**config.mk**
```make
export PLATFORM = sky130hd
export DESIGN_NAME = air_router
export DESIGN_NICKNAME = d
export VERILOG_FILES = /design/src/include/air_pkg.sv /design/src/design/air_pin_drive.sv /design/src/design/air_router.sv
export SDC_FILE = /design/constraint.sdc
export NUM_CORES = 1
export LEC_CHECK = 0
export CAP_MARGIN = 25
export CORE_MARGIN = 1.5
export CORE_UTILIZATION = 45
export CTS_CLUSTER_SIZE = 12
export DETAILED_ROUTE_END_ITERATION = 16
export DONT_BUFFER_PORTS = 1
export GPL_TIMING_DRIVEN = 1
export HOLD_SLACK_MARGIN = 0.15
export SLEW_MARGIN = 20
export SYNTH_ARGS = -nofsm -noshare
export SYNTH_HDL_FRONTEND = slang
export SYNTH_SLANG_ARGS = --single-unit
export TNS_END_PERCENT = 5
```
**constraint.sdc**
```tcl
create_clock -name mclk -period 2.25 [get_ports mclk]
set_clock_uncertainty 0.05 [all_clocks]
set_input_delay 0.1125 -clock mclk [delete_from_list [all_inputs] [get_ports mclk]]
set_output_delay 0.1125 -clock mclk [all_outputs]
set_load 0.1 [all_outputs]
```
**src/include/air_pkg.sv**
```systemverilog
// Package of offsets, field positions and reset values for the interrupt router
package air_pkg;
	// Register offsets
	localparam logic [7:0] AIR_OFS_PIN_WAKE_CTRL = 8'h2C;
	localparam logic [7:0] AIR_OFS_SRC_ENABLE = 8'h2D;
	localparam logic [7:0] AIR_OFS_PIN_ROUTING = 8'h2E;
	localparam logic [7:0] AIR_OFS_SOURCE_STATUS = 8'h0C;
	// Pin and wake control fields
	localparam int AIR_BIT_WAKE_ORIENT = 5;
	localparam int AIR_BIT_WAKE_FFMT = 3;
	localparam int AIR_BIT_POLARITY = 1;
	localparam int AIR_BIT_DRIVE_SEL = 0;
	// Source positions shared by enable and routing registers
	localparam int AIR_BIT_SLEEP_WAKE = 7;
	localparam int AIR_BIT_ORIENT = 4;
	localparam int AIR_BIT_FFMT = 2;
	localparam int AIR_BIT_SAMPLE_RDY = 0;
	// Writable bit masks; other bits read as zero
	localparam logic [7:0] AIR_MASK_CTRL = 8'h2B;
	localparam logic [7:0] AIR_MASK_SRC = 8'h95;
	// Reset values
	localparam logic [7:0] AIR_RST_CTRL = 8'h00;
	localparam logic [7:0] AIR_RST_ENABLE = 8'h00;
	localparam logic [7:0] AIR_RST_ROUTING = 8'h00;
endpackage
```
**src/design/air_pin_drive.sv**
```systemverilog
// One interrupt pin driver: polarity and push-pull or open-drain
`timescale 1ns/100ps
`default_nettype none
module air_pin_drive (
	// Clock and reset
	input wire logic mclk,
	input wire logic rst_n,
	input wire logic clk_en,
	// Request and configuration
	input wire logic active,
	input wire logic polarity,
	input wire logic drive_sel,
	// Pin
	output logic pin_o,
	output logic pin_oe
);
	logic level_q;
	logic oe_q;

	// Registered pin level; at reset the idle level for active low
	always_ff @(posedge mclk or negedge rst_n) begin
		if (!rst_n) begin
			level_q <= 1'b1;
		end else if (clk_en) begin
			level_q <= polarity ? active : ~active;
		end
	end

	// Open-drain drives only while asserted and releases otherwise
	always_ff @(posedge mclk or negedge rst_n) begin
		if (!rst_n) begin
			oe_q <= 1'b1;
		end else if (clk_en) begin
			oe_q <= drive_sel ? active : 1'b1;
		end
	end

	assign pin_o = level_q;
	assign pin_oe = oe_q;
endmodule // air_pin_drive
`default_nettype wire

```
**src/design/air_router.sv**
```systemverilog
// Interrupt router: enables, routing, polarity, drive and sleep wake
// Function
// - Orientation wake bit 5 set lets an orientation event wake from sleep.
// - Freefall/motion wake bit 3 set lets that event wake from sleep.
// - Polarity bit 1 chooses active low (0, default) or high (1) pins.
// - Drive bit 0 chooses push-pull (0, default) or open-drain (1) pins.
// - Enable register holds enables at bits 7, 4, 2 and 0, all reset 0.
// - Only enabled sources pass their flags on to a pin.
// - Routing bit 0 sends a source to pin b, 1 sends it to pin a.
// - Routing register uses the enable layout and resets to pin b.
// - Many sources may share a pin; host reads the source status at 0x0C.
// - Wake bits act only while auto-sleep is enabled.
`timescale 1ns/100ps
`default_nettype none
module air_router
	import air_pkg::*;
(
	// Clock and reset
	input wire logic mclk,
	input wire logic rst_n,
	input wire logic clk_en,
	// Register port
	input wire logic [7:0] reg_addr,
	input wire logic reg_wr,
	input wire logic [7:0] reg_wdata,
	output logic [7:0] reg_rdata,
	// Event flags from the functional blocks
	input wire logic evt_sleep_wake,
	input wire logic evt_orientation,
	input wire logic evt_freefall_motion,
	input wire logic evt_sample_ready,
	// Sleep state
	input wire logic auto_sleep_enable,
	input wire logic in_sleep,
	output logic wake_request,
	// Interrupt pins
	output logic irq_pin_a_o,
	output logic irq_pin_a_oe,
	output logic irq_pin_b_o,
	output logic irq_pin_b_oe
);
	logic [7:0] ctrl_q;
	logic [7:0] enable_q;
	logic [7:0] routing_q;
	logic [7:0] events;
	logic [7:0] gated;
	logic [7:0] to_a;
	logic [7:0] to_b;
	logic wake_q;
	logic [7:0] rdata_q;
	logic sleep_armed;
	logic wake_orient;
	logic wake_ffmt;
	logic pin_a_active;
	logic pin_b_active;

	// Write strike for one register. The clock enable is part of the decode
	// so that a frozen block ignores the bus as well as its events.
	function automatic logic wr_hit(
		logic en,
		logic wr,
		logic [7:0] addr,
		logic [7:0] ofs
	);
		return en && wr && addr == ofs;
	endfunction

	// One-hot bit for a source or field position
	function automatic logic [7:0] field_bit(int pos);
		return 8'h01 << pos;
	endfunction

	// Sources headed for one pin: routing bit 1 means pin a, 0 means pin b
	function automatic logic [7:0] sources_for(
		logic [7:0] src,
		logic [7:0] route,
		logic want_a
	);
		return src & (want_a ? route : ~route);
	endfunction

	// Build-time checks on the field layout. The event vector, the masks and
	// the read-back all lean on these positions, so a package edit that makes
	// them disagree stops the build instead of routing the wrong source.
	if (AIR_MASK_SRC != (field_bit(AIR_BIT_SLEEP_WAKE) |
		field_bit(AIR_BIT_ORIENT) | field_bit(AIR_BIT_FFMT) |
		field_bit(AIR_BIT_SAMPLE_RDY))) begin : g_bad_src_mask
		$error("source mask disagrees with the source positions");
	end
	if (AIR_MASK_CTRL != (field_bit(AIR_BIT_WAKE_ORIENT) |
		field_bit(AIR_BIT_WAKE_FFMT) | field_bit(AIR_BIT_POLARITY) |
		field_bit(AIR_BIT_DRIVE_SEL))) begin : g_bad_ctrl_mask
		$error("control mask disagrees with the control fields");
	end
	// A reset value may not set a bit that a write could never set
	if ((AIR_RST_ENABLE & ~AIR_MASK_SRC) != 8'h00 ||
		(AIR_RST_ROUTING & ~AIR_MASK_SRC) != 8'h00 ||
		(AIR_RST_CTRL & ~AIR_MASK_CTRL) != 8'h00) begin : g_bad_reset
		$error("a reset value sets a bit that cannot be written");
	end
	// Shared offsets would give the read mux duplicate items
	if (AIR_OFS_PIN_WAKE_CTRL == AIR_OFS_SRC_ENABLE ||
		AIR_OFS_SRC_ENABLE == AIR_OFS_PIN_ROUTING ||
		AIR_OFS_PIN_ROUTING == AIR_OFS_PIN_WAKE_CTRL ||
		AIR_OFS_SOURCE_STATUS == AIR_OFS_PIN_WAKE_CTRL ||
		AIR_OFS_SOURCE_STATUS == AIR_OFS_SRC_ENABLE ||
		AIR_OFS_SOURCE_STATUS == AIR_OFS_PIN_ROUTING) begin : g_bad_ofs
		$error("two registers share one offset");
	end

	// Source flags placed at their register positions
	always_comb begin
		events = 8'h00;
		events[AIR_BIT_SLEEP_WAKE] = evt_sleep_wake;
		events[AIR_BIT_ORIENT] = evt_orientation;
		events[AIR_BIT_FFMT] = evt_freefall_motion;
		events[AIR_BIT_SAMPLE_RDY] = evt_sample_ready;
	end

	// Control register: wake bits, polarity, drive. Bits outside the mask
	// are dropped on write, so they always read back as zero.
	always_ff @(posedge mclk or negedge rst_n) begin
		if (!rst_n) begin
			ctrl_q <= AIR_RST_CTRL;
		end else if (wr_hit(clk_en, reg_wr, reg_addr,
			AIR_OFS_PIN_WAKE_CTRL)) begin
			ctrl_q <= reg_wdata & AIR_MASK_CTRL;
		end
	end

	// Enable register; unused bits kept at zero so a stray write to them
	// can never open a source that does not exist
	always_ff @(posedge mclk or negedge rst_n) begin
		if (!rst_n) begin
			enable_q <= AIR_RST_ENABLE;
		end else if (wr_hit(clk_en, reg_wr, reg_addr,
			AIR_OFS_SRC_ENABLE)) begin
			enable_q <= reg_wdata & AIR_MASK_SRC;
		end
	end

	// Routing register, same layout as enable; zero after reset, which
	// sends every source to pin b until the host says otherwise
	always_ff @(posedge mclk or negedge rst_n) begin
		if (!rst_n) begin
			routing_q <= AIR_RST_ROUTING;
		end else if (wr_hit(clk_en, reg_wr, reg_addr,
			AIR_OFS_PIN_ROUTING)) begin
			routing_q <= reg_wdata & AIR_MASK_SRC;
		end
	end

	// Gate by enable: a disabled source never reaches a pin or the status
	assign gated = events & enable_q;
	// Split by routing bit
	assign to_a = sources_for(gated, routing_q, 1'b1);
	assign to_b = sources_for(gated, routing_q, 1'b0);

	// Each pin is the OR of the enabled sources routed to it. Several
	// sources may share a pin; the status read is how the host tells them
	// apart, so nothing here is latched or prioritised.
	assign pin_a_active = |to_a;
	assign pin_b_active = |to_b;

	// Wake terms: each wake bit lets only its own event through. The
	// interrupt enables are kept out of this path on purpose, so a part may
	// be woken by motion while both pins stay quiet.
	assign sleep_armed = auto_sleep_enable && in_sleep;
	assign wake_orient = ctrl_q[AIR_BIT_WAKE_ORIENT] &&
		evt_orientation;
	assign wake_ffmt = ctrl_q[AIR_BIT_WAKE_FFMT] &&
		evt_freefall_motion;

	// Wake request is registered; it only asks, leaving sleep is elsewhere
	always_ff @(posedge mclk or negedge rst_n) begin
		if (!rst_n) begin
			wake_q <= 1'b0;
		end else if (clk_en) begin
			wake_q <= sleep_armed && (wake_orient || wake_ffmt);
		end
	end
	assign wake_request = wake_q;

	// Read mux; status shows gated sources so the host can tell who fired
	always_ff @(posedge mclk or negedge rst_n) begin
		if (!rst_n) begin
			rdata_q <= 8'h00;
		end else if (clk_en) begin
			case (reg_addr)
				AIR_OFS_PIN_WAKE_CTRL: rdata_q <= ctrl_q;
				AIR_OFS_SRC_ENABLE: rdata_q <= enable_q;
				AIR_OFS_PIN_ROUTING: rdata_q <= routing_q;
				AIR_OFS_SOURCE_STATUS: rdata_q <= gated;
				default: rdata_q <= 8'h00;
			endcase
		end
	end
	assign reg_rdata = rdata_q;

	// Pin a driver. Both pins share one polarity and one drive mode, so a
	// board that ties them together has to run them open drain.
	air_pin_drive u_pin_a (
		.mclk(mclk),
		.rst_n(rst_n),
		.clk_en(clk_en),
		.active(pin_a_active),
		.polarity(ctrl_q[AIR_BIT_POLARITY]),
		.drive_sel(ctrl_q[AIR_BIT_DRIVE_SEL]),
		.pin_o(irq_pin_a_o),
		.pin_oe(irq_pin_a_oe)
	);

	// Pin b driver; the default target, since routing resets to zero
	air_pin_drive u_pin_b (
		.mclk(mclk),
		.rst_n(rst_n),
		.clk_en(clk_en),
		.active(pin_b_active),
		.polarity(ctrl_q[AIR_BIT_POLARITY]),
		.drive_sel(ctrl_q[AIR_BIT_DRIVE_SEL]),
		.pin_o(irq_pin_b_o),
		.pin_oe(irq_pin_b_oe)
	);
endmodule // air_router
`default_nettype wire

```
# [Word-level counts from Yosys, hierarchy flattened]
# Cells that the tools add are included.
[word_totals] output_inout_bits=13 wordCells=35 ff_bits=25 input_bits=26
[op_classes] n_eq_ne=4 n_bitwise=6 mux=5 n_reduce_logical=11
[ops] op="one-hot mux 8 bit (4 select lines)" count=1
[ops] op="AND 8 bit" count=3
[ops] op="== test 8 x 6 -> 1 bit (second input constant)" count=3
[ops] op="OR reduction 8 bit" count=2
[ops] op="== test 8 x 4 -> 1 bit (second input constant)" count=1
[ops] op="logical AND 1 bit" count=8
[ops] op="inverter 8 bit" count=1
[ops] op="two-way mux 1 bit" count=4
[ops] op="inverter 1 bit" count=2
[ops] op="logical OR 1 bit" count=1

# [Longest topological paths before layout]
[depth] word_depth=5 depth_mapped=5 mapped_depth_nobuf=4

# [Modules after synthesis]
# Synthesis repeated with hierarchy kept, for this count alone.
[hier_totals] hier_cells=117 area_unflattened_um2=1242.4
[by_module_without_submodules] module="air_router" seq_area_each_um2=500.5 cells_per_inst=103 area_each_um2=1062.3 instances=1
[by_module_without_submodules] module="air_pin_drive" seq_area_each_um2=52.6 cells_per_inst=7 area_each_um2=90.1 instances=2

# [Worst setup path before layout]
# No wires, ideal clock.
[synth_path] kind="input port to flip-flop" start="input clk_en" end="register enable_q[0]" stages=5 path_slack_ns=0.730 arrival_time_ns=1.345 path_buffers=1 setup_ns=0.125 t_required_ns=2.075 cell_sequence="buf_4 -> nor4b_4 -> nand3_2 -> nor4b_4 -> mux2_2"
[synth_between] elab_chain_len=2
[synth_lines] item="from (decl)" line="air_router.sv:21" text="input wire logic clk_en,"
[synth_lines] item="logical AND 1 bit (2 in a row)" line="air_router.sv:65" text="return en && wr && addr == ofs;"
[synth_lines] item="to (signal assigned)" line="air_router.sv:138" text="enable_q <= reg_wdata & AIR_MASK_SRC;"
[synth_lines] item="to (decl)" line="air_router.sv:43" text="logic [7:0] enable_q;"
# Every way passes these cells.
# A chain may end at the register's enable or synchronous reset.

# [Worst setup path after layout]
[layout_path] start="input reg_addr[5]" end="register rdata_q[3] (netlist: reg_rdata[3])"
[layout_between] elab_chain_len=2 word_cells_on_any_way=5 classes_between="4 x eq/ne; 1 x mux"
[layout_lines] item="from (decl)" line="air_router.sv:23" text="input wire logic [7:0] reg_addr,"
[layout_lines] item="== test 8 x 4 -> 1 bit or == test 8 x 6 -> 1 bit (tied branches)" line="air_router.sv:189" text="case (reg_addr)"
[layout_lines] item="one-hot mux 8 bit (4 select lines) *" line="air_router.sv:189"
[layout_lines] item="to (signal assigned)" line="air_router.sv:190" text="AIR_OFS_PIN_WAKE_CTRL: rdata_q <= ctrl_q;"
[layout_lines] item="to (signal assigned)" line="air_router.sv:191" text="AIR_OFS_SRC_ENABLE: rdata_q <= enable_q;"
[layout_lines] item="to (signal assigned)" line="air_router.sv:192" text="AIR_OFS_PIN_ROUTING: rdata_q <= routing_q;"
[layout_lines] item="to (decl)" line="air_router.sv:50" text="logic [7:0] rdata_q;"
# Mark *: on every way between the ends. The rest lies on a longest branch, timed or not.

==> summary.md <==
| Metric | Value |
|---|---|
| Clk_lat worst skew | `0.30 ns` |
| Hold Vio Cnt, Final | `0` |
| Final net count | `166` |
| Sw frac | `0.2606` |
| Worst reg2reg path startpoint | `u_pin_b.pin_o` |
| GPL Wtd Cong | `0.7796` |
| Synth unique cells | `31` |
| Stages on the worst setup path | `5` |
| Wirelength per Cell | `16.43 µm` |
| Fillers | `221` |
| P_leak | `0.6640 nW` |
| Ports | `39` |
| Placed insts | `140` |
| TritonCTS clock tree | `done` |
| NetSw | `206.2 µW` |
| 1st-pass router iterations | `4` |
| H-tree depth | `1` |
| Syn Nets | `134` |
| CP required | `2.44 ns` |
| Die width | `55.39 µm` |
| Vias in the first global route | `991` |
| Most frequent cells in the layout | `23 x dlygate4sd3_1, 20 x dfrtp_1, 13 x inv_1, 12 x mux2_2` |
| Average cell area after synthesis | `11.43 µm²` |
| Power Total | `791.1 µW` |
| Final setup fails | `0` |
| Maximum VDD drop | `0.3720 mV` |
| Slowest cell on the critical path | `dlygate4sd3_1` |
| Worst setup EP type | `flip-flop` |
| Root Buffer | `clkbuf_4` |
| Drc violations | `0` |
| Initial Util | `0.4853` |
| Setup TNS Final | `0 ns` |
| CP bufs+invs | `3` |
| Number of vias per cell | `5.763` |
| Gate count after technology mapping | `108` |
| Final worst slack | `0.3075 ns` |
| RSZ-0062 raised after global routing | `no` |
| Highest clock rate | `0.5148 GHz` |
| Slowest Stage Delay on Critical Path | `0.68 ns` |
| Storage cell area | `605.6 µm²` |
| Crit-path max FO | `7` |
| Cell family with most CP delay | `buffers and inverters` |
| Hold/Removal Path Class | `input pin to flip-flop` |
| Cts bufs inserted | `3` |
| Clk pin slew, worst setup/hold paths | `0.13 ns` |
| R2r worst-path depth | `3` |
| First-pass GRT wire length | `4.678 mm` |
| Area grow syn2layout | `28.47%` |
| Footprint of the multi-input gates | `550.5 µm²` |
| Flop2flop setup slack | `0.51 ns` |
| Worst slew margin | `0.6202` |
| Sequential element share of the synthesized area | `0.4904` |
| Share of cells above drive strength 1 | `0.2446` |
| Worst Hold End | `reg_rdata[4]` |
| Post-detailed-routing wire length | `2.777 mm` |
| Final HPWL from detailed placement | `1.848 mm` |
| Status | `finished clean` |
| Mapped Area | `1235 µm²` |
| Max-slew violation total from the final report | `0` |
| Fin crit share | `0.8634` |
| Num Clock Sinks | `24` |
| Routed vias | `974` |
| Die Y | `55.39 µm` |
| Ordered list of cells on the worst path | `dlygate4sd3_1, inv_1, or4_1, dlygate4sd3_1, o22ai_1` |
| Largest net degree at the start of global routing | `25` |
| Cell mode on critical path | `dlygate4sd3_1` |
| Worst slack, placed | `0.6281 ns` |
| Clock power frac | `0.285` |
| Initial antenna violation count | `0` |
| Non-Filler Instances | `169` |
| Overall routing resource usage | `0.1907` |
| Power per Cell Area | `498.6 nW/µm²` |
| Setup bufs post-CTS | `0` |
| Yosys reg bits | `24` |
| Crit path time final | `1.943 ns` |
| Hold path cells | `4` |
| MaxCap Viol Count | `0` |
| GRT overflow | `0` |
| Internal power | `584.9 µW` |
| Combinational fraction of design power | `0.113` |
| Die Area | `3068 µm²` |
| R2r endpoint | `u_pin_b.pin_o` |
| Yosys warning count | `0` |
| I/O Buffers | `0` |
| Core Region | `2545 µm²` |
| Post-DRT Antenna Nets | `0` |
| CTS Buffer Depth | `2` |
| Setup crit start kind | `input pin` |
| Hold wc startpoint | `reg_addr[0]` |
| DR iter-0 viols | `14` |
| Most common cell after layout, fill and taps aside | `dlygate4sd3_1` |
| # rows | `18` |
| Critical Path AT | `2.14 ns` |
| Category of the most critical setup path | `input pin to flip-flop` |
| Seq pwr share | `0.602` |
| Slew @ Worst Pin | `0.5697 ns` |
| Antenna diode count | `0` |
Yosys cell counts, drive strengths merged:
cell / n / area share
inv: 13 / 0.040
dfstp: 4 / 0.085
xnor2: 2 / 0.014
dfrtp: 20 / 0.41
buf: 3 / 0.015
mux2: 12 / 0.11
nor2: 4 / 0.012
nand4: 1 / 0.0051
nor4b: 2 / 0.039
conb: 1 / 0.0030
nor3: 1 / 0.0040
a211o: 1 / 0.0071
nor4: 2 / 0.034
nor2b: 2 / 0.010
or4: 1 / 0.0061
a22oi: 1 / 0.0061
o22ai: 8 / 0.041
a21oi: 2 / 0.0081
clkbuf: 3 / 0.0091
a32oi: 3 / 0.021
nand3: 7 / 0.032
o31a: 1 / 0.0071
o32a: 1 / 0.0081
o2111ai: 1 / 0.0071
o22a: 2 / 0.014
a22o: 3 / 0.021
nand3b: 3 / 0.018
nand2: 3 / 0.0091
mux2i: 1 / 0.0081
through the flow:
stage                     utilization  hold slack, ns  instance area (µm²)
after floorplan                     -         -0.2331                 1235
after global placement         0.5118         -0.2324                 1303
after detailed placement       0.5118         -0.2324                 1303
after CTS                      0.6205          0.1548                 1579
after global routing           0.6234          0.1695                 1587
final                          0.6234          0.1599                 1587
cells by family (layout without fill, tap and decap cells):
kind of cell / count (synthesis) / after routing / share of synthesized area
mux: 13 / 13 / 0.1175
compound gates: 23 / 23 / 0.1408
flops: 24 / 24 / 0.4904
other cells: 1 / 1 / 0.003037
buf+inv: 19 / 50 / 0.06383
xor+xnor: 2 / 2 / 0.01419
simple gates: 26 / 26 / 0.1702
worst min-delay path, cell delays in order:
cell     delay, ns
nor2_1        0.02
nor2_1        0.08
a211o_1       0.18
o22ai_1       0.10
power groups by stage:
stage / Combinational (mW) / Sequential [mW] / Clock [mW]
after floorplan: 0.0476 / 0.483 / 0
after global placement: 0.0383 / 0.484 / 0
after detailed placement: 0.0391 / 0.484 / 0
after CTS: 0.0877 / 0.476 / 0.228
after global routing: 0.0966 / 0.478 / 0.244
final: 0.0895 / 0.476 / 0.226
routing by layer:
metal  vias to the layer above  track usage  wire length, µm
met4                         0      0.07317               44
li1                        453            -                -
met2                        39       0.3146             1369
met1                       478       0.2477             1197
met5                         -            0                0
met3                         4      0.03513              166
worst max-delay path by stage:
| stage | start | end | slack, ns |
|---|---|---|---|
| 3_3_place_gp | reg_addr[4] | enable_q[4] | 0.65 |
| 2_1_floorplan | clk_en | enable_q[0] | 0.73 |
| 5_1_grt | reg_addr[5] | reg_rdata[1] | 0.25 |
| 3_5_place_dp | reg_addr[4] | enable_q[4] | 0.63 |
| 4_1_cts | clk_en | wake_request | 0.09 |
| 6_report | reg_addr[5] | reg_rdata[3] | 0.31 |
timing repair:
action | in CTS | in global routing
endpoints found under the hold margin | 48 | 24
gates resized for setup | 0 | 1
setup endpoints to repair | 0 | 1
hold buffers | 24 | 1
flip-flops by register name, indices dropped and copies added, names as in the netlist:
name / flops
u_pin_a.pin_o: 1
enable_q: 4
u_pin_b.pin_oe: 1
reg_rdata: 7
ctrl_q: 4
wake_request: 1
routing_q: 4
u_pin_b.pin_o: 1
u_pin_a.pin_oe: 1
area by class of cell:
cell class                      count  area share
Sequential cell                    24      0.3817
Multi-Input combinational cell     65      0.3470
Timing Repair Buffer               33      0.1940
Inverter                           13     0.03076
Tap cell                           30     0.02366
Clock buffer                        4     0.02287
Power figures use the tool's default switching activity.
